### src/pkg/irq_prio_pkg.sv
// constants for the vectored interrupt priority unit
package irq_prio_pkg;
  localparam int unsigned NUM_MASKABLE = 19;
  localparam int unsigned NUM_EDGE_PINS = 6;
  localparam int unsigned STACK_DEPTH = 8;
  localparam int unsigned ADDR_W = 4;
  localparam int unsigned DATA_W = 8;
  localparam int unsigned VEC_W = 16;

  // register offsets
  localparam logic [3:0] OFS_REQ_A = 4'h0;
  localparam logic [3:0] OFS_REQ_B = 4'h1;
  localparam logic [3:0] OFS_REQ_C = 4'h2;
  localparam logic [3:0] OFS_MASK_A = 4'h3;
  localparam logic [3:0] OFS_MASK_B = 4'h4;
  localparam logic [3:0] OFS_MASK_C = 4'h5;
  localparam logic [3:0] OFS_PRIO_LOW_A = 4'h6;
  localparam logic [3:0] OFS_PRIO_HIGH_A = 4'h7;
  localparam logic [3:0] OFS_PRIO_LOW_B = 4'h8;
  localparam logic [3:0] OFS_RISE_EN = 4'h9;
  localparam logic [3:0] OFS_FALL_EN = 4'ha;
  localparam logic [3:0] OFS_CONTROL = 4'hb;
  localparam logic [3:0] OFS_STATUS = 4'hc;

  // reset values
  localparam logic [18:0] RST_REQ = 19'h00000;
  localparam logic [18:0] RST_MASK = 19'h7ffff;
  localparam logic [18:0] RST_PRIO = 19'h7ffff;
  localparam logic [5:0] RST_EDGE_EN = 6'h00;
  localparam logic RST_WDT_NMI_MODE = 1'b1;

  // field positions
  localparam int unsigned CTL_WDT_NMI_BIT = 0;
  localparam int unsigned SRC_WATCHDOG = 0;
  localparam int unsigned SRC_CAPTURE_0 = 3;
  localparam int unsigned SRC_PIN_0 = 6;

  // vector table
  localparam logic [15:0] VEC_NMI = 16'h0004;
  localparam logic [15:0] VEC_MASKABLE_BASE = 16'h0004;
  localparam logic [15:0] VEC_BREAK = 16'h003e;

  // service levels held on the nesting stack
  localparam logic [1:0] LVL_NONE = 2'h0;
  localparam logic [1:0] LVL_LOW = 2'h1;
  localparam logic [1:0] LVL_HIGH = 2'h2;
  localparam logic [1:0] LVL_NMI = 2'h3;

  // kind of the offered request
  localparam logic [1:0] KIND_MASKABLE = 2'h0;
  localparam logic [1:0] KIND_NMI = 2'h1;
  localparam logic [1:0] KIND_BREAK = 2'h2;

  typedef enum logic [2:0] {
    ARB_IDLE = 3'b001,
    ARB_OFFER = 3'b010,
    ARB_SETTLE = 3'b100
  } arb_state_t;
endpackage

### src/design/vectored_interrupt_priority_unit.sv
// vectored interrupt priority unit: masking, two-group priority, nesting, vector hand-off
//
// Functional notes
// - non-maskable request ignores processor enable
// - non-maskable request wins arbitration unless an nmi is already in service or the stack is full
// - pending unmasked and non-maskable requests raise standby release
// - watchdog in non-maskable mode vectors 0004H
// - watchdog in interval mode is maskable priority 0
// - set mask flag blocks its request
// - priority flags split sources high/low groups
// - high group nests over low service
// - equal group ties use default ranking
// - six pin-edge (capture 3-5, pin 6-8) and thirteen internal maskables
// - break request ignores enable and priority
// - twenty-one sources handled in total
// - converter 1/0006H, wide timer 2/0008H
// - capture edges 3-5 at 000AH-000EH
// - pin edges 6-8 at 0010H-0014H
// - clocked serial done 9 at 0016H
// - async receive error 10 at 0018H
// - async rx/tx done 11,12 at 001AH/001CH
// - compare matches 13-15 at 001EH-0022H
// - nv write, watch 16-18 at 0024H-0028H
// - lowest default priority value wins
`timescale 1ns/10ps
`default_nettype none
module vectored_interrupt_priority_unit (
  input wire logic clk_in,
  input wire logic reset_in,
  input wire logic [irq_prio_pkg::ADDR_W-1:0] reg_addr_in,
  input wire logic [irq_prio_pkg::DATA_W-1:0] reg_wdata_in,
  input wire logic reg_write_in,
  input wire logic reg_read_in,
  output logic [irq_prio_pkg::DATA_W-1:0] reg_rdata_out,
  input wire logic watchdog_overflow_request_in,
  input wire logic converter_done_request_in,
  input wire logic wide_timer_overflow_request_in,
  input wire logic capture_input_0_in,
  input wire logic capture_input_1_in,
  input wire logic capture_input_2_in,
  input wire logic pin_edge_request_0_in,
  input wire logic pin_edge_request_1_in,
  input wire logic pin_edge_request_2_in,
  input wire logic clocked_serial_done_request_in,
  input wire logic async_rx_error_request_in,
  input wire logic async_rx_done_request_in,
  input wire logic async_tx_done_request_in,
  input wire logic compare_match_request_1_in,
  input wire logic compare_match_request_2_in,
  input wire logic compare_match_request_3_in,
  input wire logic nv_write_done_request_in,
  input wire logic watch_overflow_request_in,
  input wire logic watch_interval_request_in,
  input wire logic break_instruction_in,
  input wire logic core_int_enable_in,
  input wire logic core_ack_in,
  input wire logic core_return_in,
  output logic core_request_out,
  output logic [irq_prio_pkg::VEC_W-1:0] core_vector_out,
  output logic standby_release_out
);
  import irq_prio_pkg::*;

  // lowest set index of a request vector, default ranking
  function automatic logic [4:0] first_set(input logic [18:0] v);
    logic [4:0] idx;
    idx = 5'h00;
    for (int i = NUM_MASKABLE - 1; i >= 0; i--) begin
      if (v[i]) begin
        idx = 5'(i);
      end
    end
    return idx;
  endfunction

  function automatic logic [15:0] maskable_vector(input logic [4:0] idx);
    return VEC_MASKABLE_BASE + {10'h000, idx, 1'b0};
  endfunction

  logic [18:0] req_flags_r;
  logic [18:0] mask_flags_r;
  logic [18:0] prio_flags_r;
  logic [5:0] rise_en_r;
  logic [5:0] fall_en_r;
  logic wdt_nmi_mode_r;
  logic nmi_pending_r;
  logic break_pending_r;
  logic [5:0] edge_meta_r;
  logic [5:0] edge_sync_r;
  logic [5:0] edge_prev_r;
  logic [1:0] stack_r [STACK_DEPTH];
  logic [3:0] depth_r;
  arb_state_t state_r;
  arb_state_t state_nxt;
  logic [1:0] sel_kind_r;
  logic [4:0] sel_index_r;
  logic [1:0] sel_level_r;

  logic [5:0] edge_raw;
  logic [5:0] edge_hit;
  logic [18:0] hw_set;
  logic [18:0] ack_clear;
  logic [18:0] sw_value;
  logic [18:0] sw_strobe;
  logic [18:0] enabled_req;
  logic [18:0] high_req;
  logic [18:0] low_req;
  logic [1:0] top_level;
  logic stack_full;
  logic win_valid;
  logic [1:0] win_kind;
  logic [4:0] win_index;
  logic [1:0] win_level;
  logic [15:0] win_vector;
  logic ack_take;

  assign edge_raw = {pin_edge_request_2_in, pin_edge_request_1_in, pin_edge_request_0_in,
                     capture_input_2_in, capture_input_1_in, capture_input_0_in};

  // pins come from outside the clock domain
  always_ff @(posedge clk_in) begin
    if (reset_in) begin
      edge_meta_r <= 6'h00;
      edge_sync_r <= 6'h00;
      edge_prev_r <= 6'h00;
    end else begin
      edge_meta_r <= edge_raw;
      edge_sync_r <= edge_meta_r;
      edge_prev_r <= edge_sync_r;
    end
  end

  assign edge_hit = (edge_sync_r & ~edge_prev_r & rise_en_r) | (~edge_sync_r & edge_prev_r & fall_en_r);

  always_comb begin
    hw_set = 19'h00000;
    hw_set[SRC_WATCHDOG] = watchdog_overflow_request_in & ~wdt_nmi_mode_r;
    hw_set[1] = converter_done_request_in;
    hw_set[2] = wide_timer_overflow_request_in;
    hw_set[SRC_CAPTURE_0 +: 3] = edge_hit[2:0];
    hw_set[SRC_PIN_0 +: 3] = edge_hit[5:3];
    hw_set[9] = clocked_serial_done_request_in;
    hw_set[10] = async_rx_error_request_in;
    hw_set[11] = async_rx_done_request_in;
    hw_set[12] = async_tx_done_request_in;
    hw_set[13] = compare_match_request_1_in;
    hw_set[14] = compare_match_request_2_in;
    hw_set[15] = compare_match_request_3_in;
    hw_set[16] = nv_write_done_request_in;
    hw_set[17] = watch_overflow_request_in;
    hw_set[18] = watch_interval_request_in;
  end

  // software access to a flag group of three bytes
  always_comb begin
    sw_value = 19'h00000;
    sw_strobe = 19'h00000;
    if (reg_write_in) begin
      case (reg_addr_in)
        OFS_REQ_A: begin
          sw_value[7:0] = reg_wdata_in;
          sw_strobe[7:0] = 8'hff;
        end
        OFS_REQ_B: begin
          sw_value[15:8] = reg_wdata_in;
          sw_strobe[15:8] = 8'hff;
        end
        OFS_REQ_C: begin
          sw_value[18:16] = reg_wdata_in[2:0];
          sw_strobe[18:16] = 3'h7;
        end
        default: begin
          sw_strobe = 19'h00000;
        end
      endcase
    end
  end

  assign ack_take = (state_r == ARB_OFFER) && core_ack_in;

  always_comb begin
    ack_clear = 19'h00000;
    if (ack_take && sel_kind_r == KIND_MASKABLE) begin
      ack_clear[sel_index_r] = 1'b1;
    end
  end

  // a hardware set in the same cycle as a clear is kept
  always_ff @(posedge clk_in) begin
    if (reset_in) begin
      req_flags_r <= RST_REQ;
    end else begin
      req_flags_r <= (((req_flags_r & ~sw_strobe) | (sw_value & sw_strobe)) & ~ack_clear) | hw_set;
    end
  end

  always_ff @(posedge clk_in) begin
    if (reset_in) begin
      mask_flags_r <= RST_MASK;
      prio_flags_r <= RST_PRIO;
      rise_en_r <= RST_EDGE_EN;
      fall_en_r <= RST_EDGE_EN;
      wdt_nmi_mode_r <= RST_WDT_NMI_MODE;
    end else if (reg_write_in) begin
      case (reg_addr_in)
        OFS_MASK_A: mask_flags_r[7:0] <= reg_wdata_in;
        OFS_MASK_B: mask_flags_r[15:8] <= reg_wdata_in;
        OFS_MASK_C: mask_flags_r[18:16] <= reg_wdata_in[2:0];
        OFS_PRIO_LOW_A: prio_flags_r[7:0] <= reg_wdata_in;
        OFS_PRIO_HIGH_A: prio_flags_r[15:8] <= reg_wdata_in;
        OFS_PRIO_LOW_B: prio_flags_r[18:16] <= reg_wdata_in[2:0];
        OFS_RISE_EN: rise_en_r <= reg_wdata_in[5:0];
        OFS_FALL_EN: fall_en_r <= reg_wdata_in[5:0];
        OFS_CONTROL: wdt_nmi_mode_r <= reg_wdata_in[CTL_WDT_NMI_BIT];
        default: begin
        end
      endcase
    end
  end

  always_ff @(posedge clk_in) begin
    if (reset_in) begin
      nmi_pending_r <= 1'b0;
    end else if (watchdog_overflow_request_in && wdt_nmi_mode_r) begin
      nmi_pending_r <= 1'b1;
    end else if (ack_take && sel_kind_r == KIND_NMI) begin
      nmi_pending_r <= 1'b0;
    end
  end

  always_ff @(posedge clk_in) begin
    if (reset_in) begin
      break_pending_r <= 1'b0;
    end else if (break_instruction_in) begin
      break_pending_r <= 1'b1;
    end else if (ack_take && sel_kind_r == KIND_BREAK) begin
      break_pending_r <= 1'b0;
    end
  end

  assign top_level = (depth_r == 4'h0) ? LVL_NONE : stack_r[3'(depth_r - 4'h1)];
  assign stack_full = (depth_r == 4'(STACK_DEPTH));
  assign enabled_req = req_flags_r & ~mask_flags_r;
  assign high_req = enabled_req & ~prio_flags_r;
  assign low_req = enabled_req & prio_flags_r;

  // nmi, then break, then high group, then low group
  always_comb begin
    win_valid = 1'b0;
    win_kind = KIND_MASKABLE;
    win_index = 5'h00;
    win_level = LVL_NONE;
    win_vector = VEC_NMI;
    if (stack_full) begin
      win_valid = 1'b0;
    end else if (nmi_pending_r && top_level != LVL_NMI) begin
      win_valid = 1'b1;
      win_kind = KIND_NMI;
      win_level = LVL_NMI;
      win_vector = VEC_NMI;
    end else if (break_pending_r) begin
      win_valid = 1'b1;
      win_kind = KIND_BREAK;
      win_level = top_level;
      win_vector = VEC_BREAK;
    end else if (core_int_enable_in && (|high_req) && top_level < LVL_HIGH) begin
      win_valid = 1'b1;
      win_index = first_set(high_req);
      win_level = LVL_HIGH;
      win_vector = maskable_vector(first_set(high_req));
    end else if (core_int_enable_in && (|low_req) && top_level < LVL_LOW) begin
      win_valid = 1'b1;
      win_index = first_set(low_req);
      win_level = LVL_LOW;
      win_vector = maskable_vector(first_set(low_req));
    end
  end

  always_comb begin
    state_nxt = state_r;
    case (state_r)
      ARB_IDLE: begin
        if (win_valid) begin
          state_nxt = ARB_OFFER;
        end
      end
      ARB_OFFER: begin
        if (core_ack_in) begin
          state_nxt = ARB_SETTLE;
        end else if (!win_valid) begin
          state_nxt = ARB_IDLE;
        end
      end
      ARB_SETTLE: state_nxt = ARB_IDLE;
      default: state_nxt = ARB_IDLE;
    endcase
  end

  always_ff @(posedge clk_in) begin
    if (reset_in) begin
      state_r <= ARB_IDLE;
    end else begin
      state_r <= state_nxt;
    end
  end

  // the offer follows the winner each cycle until taken, so a late nmi still overtakes
  always_ff @(posedge clk_in) begin
    if (reset_in) begin
      sel_kind_r <= KIND_MASKABLE;
      sel_index_r <= 5'h00;
      sel_level_r <= LVL_NONE;
      core_vector_out <= VEC_NMI;
      core_request_out <= 1'b0;
    end else begin
      core_request_out <= (state_nxt == ARB_OFFER);
      if ((state_r == ARB_IDLE || (state_r == ARB_OFFER && !core_ack_in)) && win_valid) begin
        sel_kind_r <= win_kind;
        sel_index_r <= win_index;
        sel_level_r <= win_level;
        core_vector_out <= win_vector;
      end
    end
  end

  // nesting stack: acknowledge pushes the entered level, return pops it
  always_ff @(posedge clk_in) begin
    if (reset_in) begin
      depth_r <= 4'h0;
      for (int i = 0; i < STACK_DEPTH; i++) begin
        stack_r[i] <= LVL_NONE;
      end
    end else if (ack_take && core_return_in && depth_r != 4'h0) begin
      stack_r[3'(depth_r - 4'h1)] <= sel_level_r;
    end else if (ack_take) begin
      stack_r[3'(depth_r)] <= sel_level_r;
      depth_r <= depth_r + 4'h1;
    end else if (core_return_in && depth_r != 4'h0) begin
      depth_r <= depth_r - 4'h1;
    end
  end

  // wakes the core even while the core has interrupts disabled
  always_ff @(posedge clk_in) begin
    if (reset_in) begin
      standby_release_out <= 1'b0;
    end else begin
      standby_release_out <= nmi_pending_r | (|enabled_req);
    end
  end

  always_ff @(posedge clk_in) begin
    if (reset_in) begin
      reg_rdata_out <= 8'h00;
    end else if (reg_read_in) begin
      case (reg_addr_in)
        OFS_REQ_A: reg_rdata_out <= req_flags_r[7:0];
        OFS_REQ_B: reg_rdata_out <= req_flags_r[15:8];
        OFS_REQ_C: reg_rdata_out <= {5'h00, req_flags_r[18:16]};
        OFS_MASK_A: reg_rdata_out <= mask_flags_r[7:0];
        OFS_MASK_B: reg_rdata_out <= mask_flags_r[15:8];
        OFS_MASK_C: reg_rdata_out <= {5'h00, mask_flags_r[18:16]};
        OFS_PRIO_LOW_A: reg_rdata_out <= prio_flags_r[7:0];
        OFS_PRIO_HIGH_A: reg_rdata_out <= prio_flags_r[15:8];
        OFS_PRIO_LOW_B: reg_rdata_out <= {5'h00, prio_flags_r[18:16]};
        OFS_RISE_EN: reg_rdata_out <= {2'h0, rise_en_r};
        OFS_FALL_EN: reg_rdata_out <= {2'h0, fall_en_r};
        OFS_CONTROL: reg_rdata_out <= {7'h00, wdt_nmi_mode_r};
        OFS_STATUS: reg_rdata_out <= {depth_r, top_level, break_pending_r, nmi_pending_r};
        default: reg_rdata_out <= 8'h00;
      endcase
    end else begin
      reg_rdata_out <= 8'h00;
    end
  end
endmodule // vectored_interrupt_priority_unit
`default_nettype wire

### config.mk
export PLATFORM = sky130hd
export DESIGN_NAME = vectored_interrupt_priority_unit
export DESIGN_NICKNAME = d
export VERILOG_FILES = /design/src/pkg/irq_prio_pkg.sv /design/src/design/vectored_interrupt_priority_unit.sv
export SDC_FILE = /design/constraint.sdc
export NUM_CORES = 1
export LEC_CHECK = 0
export BUFFER_PORTS_ARGS = -buffer_cell sky130_fd_sc_hd__buf_2
export CORE_ASPECT_RATIO = 1.75
export CORE_UTILIZATION = 31
export CTS_BUF_LIST = sky130_fd_sc_hd__clkbuf_4 sky130_fd_sc_hd__clkbuf_8
export CTS_CLUSTER_DIAMETER = 120
export CTS_CLUSTER_SIZE = 8
export DETAILED_ROUTE_END_ITERATION = 8
export GPL_TIMING_DRIVEN = 1
export PLACE_DENSITY = 0.46
export SLEW_MARGIN = 15
export SYNTH_ARGS = -nofsm -noshare
export SYNTH_HDL_FRONTEND = slang
export SYNTH_SLANG_ARGS = --single-unit
export TNS_END_PERCENT = 10
### constraint.sdc
create_clock -name clk_in -period 3.4 [get_ports clk_in]
set_input_delay 1.02 -clock clk_in [delete_from_list [all_inputs] [get_ports clk_in]]
set_output_delay 1.02 -clock clk_in [all_outputs]
set_load 0.05 [all_outputs]
Word-level counts from Yosys, hierarchy flattened

Memories as Yosys holds them, arrays and structs flattened.
Index checks and enable logic that the tools add are counted.

Flip-flop bits (word level): 132
RAM bits: 16
Output and inout port bits: 26
Word-level logic and storage cells: 225
Memories kept: 1

Memories:

| memory  | words | width | read ports | clocked after Yosys merged registers in | wr ports | RTL line                               | text |
|---|---|---|---|---|---|---|---|
| stack_r | 8     | 2     | 1          | 0                                       | 8        | vectored_interrupt_priority_unit.sv:91 | `logic [1:0] stack_r [STACK_DEPTH];` |

Add/subtract/negate cells: 4
$lt $le $gt $ge: 4
Equal/unequal tests: 19
Muxes and demuxes: 108
Bitwise gates (word level): 24
Reduce and logical (&&, ||, !) cells: 41

Operators by type and width:

| kind                  | count |
|---|---|
| $mux W5               | 52 |
| $and A19 B19 Y19      | 6 |
| $pmux W8 S13          | 1 |
| $not A19 Y19          | 4 |
| $mux W19              | 3 |
| $reduce_or A19 Y1     | 3 |
| $or A19 B19 Y19       | 2 |
| $mux W7               | 5 |
| $mux W8               | 4 |
| $and A6 B6 Y6         | 4 |
| $eq A4 B4 Y1 const B  | 6 |
| $mux W1               | 22 |
| $mux W3               | 7 |
| $mux W2               | 10 |
| $reduce_and A2 Y1     | 10 |
| $eq A4 B3 Y1 const B  | 4 |
| $logic_and A1 B1 Y1   | 16 |
| $add A3 B6 Y7 const A | 2 |
| $not A6 Y6            | 2 |
| $eq A4 B2 Y1 const B  | 2 |
| $logic_not A4 Y1      | 2 |
| $mux W4               | 2 |
| $eq A3 B2 Y1 const B  | 2 |
| $lt A5 B6 Y1 const B  | 1 |
| 22 further kinds      | 28 |

Logic depth before layout (Yosys ltp)

Word-level depth: 33
Mapped depth: 14

Least setup slack after synthesis

No wires, ideal clock.

Path kind: input to register
Start: input port core_ack_in
End: register req_flags_r[4]
Data arrival time: 2740 ps
Data required time: 3268 ps
Setup slack: 528 ps
Stages on the path: 7
Path buffers: 1
Cell sequence: or3b_1 clkbuf_1 or3_1 or4b_1 nor3_1 a211o_1 a31oi_1

Cells in the longest elaborated chain, start to end: 6

RTL lines:

| item                 | RTL line                                | text |
|---|---|---|
| from (decl)          | vectored_interrupt_priority_unit.sv:56  | `input wire logic core_ack_in,` |
| $logic_and A1 B1 Y1  | vectored_interrupt_priority_unit.sv:179 | `assign ack_take = (state_r == ARB_OFFER) && core_ack_in;` |
| $logic_and A1 B1 Y1  | vectored_interrupt_priority_unit.sv:183 | `if (ack_take && sel_kind_r == KIND_MASKABLE) begin` |
| $mux W19             | vectored_interrupt_priority_unit.sv:183 |  |
| $not A19 Y19         | vectored_interrupt_priority_unit.sv:193 | `req_flags_r <= (((req_flags_r & ~sw_strobe) \| (sw_value & sw_strobe)) & ~ack_clear) \| hw_set;` |
| $and A19 B19 Y19     | vectored_interrupt_priority_unit.sv:193 |  |
| $or A19 B19 Y19      | vectored_interrupt_priority_unit.sv:193 |  |
| to (signal assigned) | vectored_interrupt_priority_unit.sv:193 |  |
| to (decl)            | vectored_interrupt_priority_unit.sv:80  | `logic [18:0] req_flags_r;` |

Every way passes these cells.
A chain may end at the register's enable or synchronous reset.

Worst setup path after layout

Start: register depth_r[1]
End: register sel_index_r[1]

Cells in the longest elaborated chain, start to end: 11

RTL lines:

| item                   | RTL line                                | text |
|---|---|---|
| from (decl)            | vectored_interrupt_priority_unit.sv:92  | `logic [3:0] depth_r;` |
| from (signal assigned) | vectored_interrupt_priority_unit.sv:337 | `depth_r <= depth_r + 4'h1;` |
| from (signal assigned) | vectored_interrupt_priority_unit.sv:339 | `depth_r <= depth_r - 4'h1;` |
| $sub A4 B1 Y4          | n/a                                     |  |
| $mem_v2 Z8 W2          | n/a                                     |  |
| $mux W2                | vectored_interrupt_priority_unit.sv:241 | `assign top_level = (depth_r == 4'h0) ? LVL_NONE : stack_r[3'(depth_r - 4'h1)];` |
| $lt A2 B1 Y1           | vectored_interrupt_priority_unit.sv:271 | `end else if (core_int_enable_in && (\|low_req) && top_level < LVL_LOW) begin` |
| $logic_and A1 B1 Y1    | vectored_interrupt_priority_unit.sv:271 |  |
| $mux W1                | vectored_interrupt_priority_unit.sv:271 |  |
| $mux W1                | vectored_interrupt_priority_unit.sv:266 | `end else if (core_int_enable_in && (\|high_req) && top_level < LVL_HIGH) begin` |
| $mux W1                | vectored_interrupt_priority_unit.sv:261 | `end else if (break_pending_r) begin` |
| $mux W1                | vectored_interrupt_priority_unit.sv:256 | `end else if (nmi_pending_r && top_level != LVL_NMI) begin` |
| $mux W1                | vectored_interrupt_priority_unit.sv:254 | `if (stack_full) begin` |
| $logic_and A1 B1 Y1    | vectored_interrupt_priority_unit.sv:317 | `if ((state_r == ARB_IDLE \|\| (state_r == ARB_OFFER && !core_ack_in)) && win_valid) begin` |
| to (signal assigned)   | vectored_interrupt_priority_unit.sv:319 | `sel_index_r <= win_index;` |
| to (decl)              | vectored_interrupt_priority_unit.sv:96  | `logic [4:0] sel_index_r;` |

Several ways; a longest one is shown, not always the timed one.

==> run_results.csv <==
group,metric,value,unit
drt,via_per_inst,5.41,
finish,num_antenna_cells,0,
place,gp_congestion,1.00,
yosys,synthAdderAreaFrac,0.00672,
place,dp_cells,1213,
timing,rsz0062_at_grt,"no",
yosys,synth-simple-area-share,0.283,
floorplan,die_w,119,um
yosys,synth_enable_flop_cells,16,
timing,hold_slack,441,ps
timing,fin_crit_sh,0.912,
finish,fillerInstances,2479,
yosys,syn_avg_cell_area,8.52,um^2
pwr,irDropWorstVdd,321,uV
timing,fmax,323,MHz
drt,avgRoutedWirePerCell,23.2,um
timing,slew_viol_final,0,
finish,nets,971,
place,io_buffers,54,
timing,hold_viol,0,
global_route,grt_first_pass_wirelength,43200,um
global_route,top_usage_layer,"met2",
yosys,post-synth-top-area-fraction,0.328,
global_route,grtUsageMet1,0.242,
yosys,ys.flop_type,"dfxtp_1",
clock_network,cts-root-buf,"clkbuf_8",
finish,regArea,0.00292,mm^2
yosys,synth_compound_area_frac,0.164,
yosys,synth_seq_area_share,0.392,
yosys,ys_warn_count,0,
critical_path,start_kind,"flip-flop",
timing,worst_pin_slew,972,ps
yosys,ys_types,83,
critical_path,end_kind,"flip-flop",
drt,drcViolationCount,0,
drt,routed_wl,28900,um
finish,multi_input_area,0.00419,mm^2
place,place_area,0.00808,mm^2
yosys,synth_top_cell_by_area,"dfxtp_1",
timing,tns,0,ps
floorplan,pin_count,65,
floorplan,core.rowCount,74,
global_route,grt_use_total,0.245,
clock_network,cts_max_level,4,
critical_path,worst-path-max-fanout,9,
yosys,synthXorXnorAreaFrac,0.00941,
global_route,grt.met3_usage,0.0372,
min_path,min_path_type,"flip-flop to flip-flop",
timing,slew_headroom,0.350,
timing,finalCriticalPeriod,3100,ps
finish,final_util,0.362,
run_status,status,"finished clean",
critical_path,required,3750,ps
clock_network,cts_buffer_depth,2,
floorplan,die_area,0.0247,mm^2
drt,first_iter_violations,351,
clock_network,postCtsHoldBufs,0,
timing,fin_skew,12.8,ps
pwr,cellPowerDensity,513,mW/mm^2
drt,vias,6741,
place,hpwlAfterDp,22500,um
yosys,synth_area,0.00745,mm^2
clock_network,clk_latency,490,ps
yosys,ys_seq_elements,138,
clock_network,numCtsBuffers,17,
finish,layoutNonFillerInstCount,1245,
global_route,grt-ovfl-total,0,
clock_network,clock_sinks,138,
drt,drtPass1Iterations,5,
pwr,p_leak,3.40,nW
global_route,globalRouteMet2Util,0.440,
finish,area_growth,13.9,%
yosys,syn_inst,874,
global_route,grt_pass1_vias,6789,
finish,drive_above_1_share,0.148,
yosys,ys_async_sr_fraction,0,
global_route,antenna_found_initial,0,
floorplan,die_height,207,um
yosys,synth_top_family_by_area,"simple AND/OR/NAND/NOR gates",
yosys,synth.area.mux_share,0.0939,
floorplan,core_area,0.0234,mm^2
timing,setup_violations,0,
global_route,grt_max_degree,77,
finish,final_area,0.00848,mm^2
floorplan,start_util,0.318,
clock_network,cts_tree,"yes",
drt,ant_nets,0,
clock_network,clk_pin_slew_worst_paths,80,ps
critical_path,crit_type,"flip-flop to flip-flop",
yosys,ys_top_cells_by_area,"dfxtp_1, mux2i_1, edfxtp_1",
critical_path,cp.arrival,3450,ps
run,cap_violations,0,
==> through the flow <==
step | setup slack, ps | total power (W)
floorplan | 528 | 0.00264
global placement | 190 | 0.00298
detailed placement | 192 | 0.00298
CTS | 159 | 0.00440
global route | 44.7 | 0.00457
finish | 300 | 0.00435
==> cell usage after synthesis (8+ instances only) <==
cell,instances
nor2_1,123
dfxtp_1,122
nand2_1,97
mux2i_1,56
clkbuf_1,36
nor2b_1,33
a21oi_1,31
nand3b_1,30
inv_1,26
o21ai_0,24
nor3b_1,23
and3_1,19
nand3_1,18
a31oi_1,17
edfxtp_1,16
nand2b_1,14
nor3_1,11
buf_4,10
a221oi_1,9
o211ai_1,9
a211o_1,8
a22o_1,8
a22oi_1,8
==> power by group <==
part,leakage (nW),switching (W),internal [W]
sequential,1.16,0.000124,0.00174
clock,0.209,0.000734,0.000678
combinational,2.03,0.000700,0.000382
==> final cells by class <==
type,count,area share
Timing Repair Buffer,81,0.0572
Inverter,28,0.0124
Multi-Input combinational cell,662,0.494
Sequential cell,138,0.345
Tap cell,304,0.0448
Clock buffer,18,0.0285
Clock inverter,14,0.0187
==> metal layers <==
| metal | wire (um) | vias to the layer above |
|---|---|---|
| met1 | 10300 | 3214 |
| met5 | 0 | - |
| met4 | 2400 | 0 |
| met2 | 15200 | 203 |
| li1 | - | 3236 |
| met3 | 978 | 88 |
==> critical path, stage by stage, from the launching register on <==
cell      delay, ps
dfxtp_2         440
inv_1           100
ha_1            430
mux4_2          380
a221oi_2        330
a31o_4          220
o311a_1         280
nor4_2           70
or2_1           400
a22oi_1         250
nor2_1           60
==> timing repair <==
item / CTS / global route
endpoints found under the setup margin: 0 / 9
setup buffers: 0 / 0
gates resized for setup: 0 / 1
==> layout by cell type (no fill, tap or decap), drive strengths merged, types with 6 or more instances in the layout <==
| cell | count |
|---|---|
| nor2b | 33 |
| inv | 35 |
| a221oi | 10 |
| nor3 | 11 |
| and3 | 19 |
| mux2i | 56 |
| a22o | 8 |
| conb | 10 |
| nor2 | 124 |
| a22oi | 8 |
| buf | 81 |
| nor4 | 7 |
| nand2b | 15 |
| nand3b | 30 |
| edfxtp | 16 |
| a21oi | 31 |
| nor3b | 23 |
| clkbuf | 18 |
| a31oi | 17 |
| or2 | 6 |
| nand4 | 6 |
| o211ai | 9 |
| dfxtp | 122 |
| nand2 | 97 |
| o21ai | 25 |
| a211o | 8 |
| nand3 | 18 |
==> sequential cells by signal, summed over array words and instances (netlist names) <==
| register | count |
|---|---|
| sel_index_r | 5 |
| stack_r | 16 |
| break_pending_r | 1 |
| edge_prev_r | 6 |
| edge_sync_r | 6 |
| prio_flags_r | 19 |
| sel_kind_r | 2 |
| core_vector_out | 6 |
| reg_rdata_out | 8 |
| depth_r | 4 |
| fall_en_r | 6 |
| rise_en_r | 6 |
| wdt_nmi_mode_r | 1 |
| req_flags_r | 19 |
| sel_level_r | 2 |
| edge_meta_r | 6 |
| nmi_pending_r | 1 |
| state_r | 3 |
| standby_release_out | 1 |
| mask_flags_r | 19 |
| core_request_out | 1 |
==> cell families (layout without fill, tap and decap cells) <==
| family | count (synthesis) | count (layout) |
|---|---|---|
| and+or+nand+nor | 409 | 409 |
| adders and majority gates | 4 | 4 |
| DFF | 138 | 138 |
| other | 1 | 10 |
| buffers and inverters | 83 | 141 |
| muxes | 63 | 63 |
| AOI/OAI and AO/OA | 168 | 168 |
| xor gates and xnor gates | 8 | 8 |
==> path summary, 6_finish.rpt <==
check	from	end	slack (ps)	depth (start not counted)
worst max-delay path	depth_r[1]	sel_index_r[1]	300	10
worst min-delay path	edge_meta_r[5]	edge_sync_r[5]	440	1
worst max register to register	depth_r[1]	sel_index_r[1]	300	10
worst min register to register	edge_meta_r[5]	edge_sync_r[5]	440	1
No activity file was read; power rests on OpenSTA's default activity.
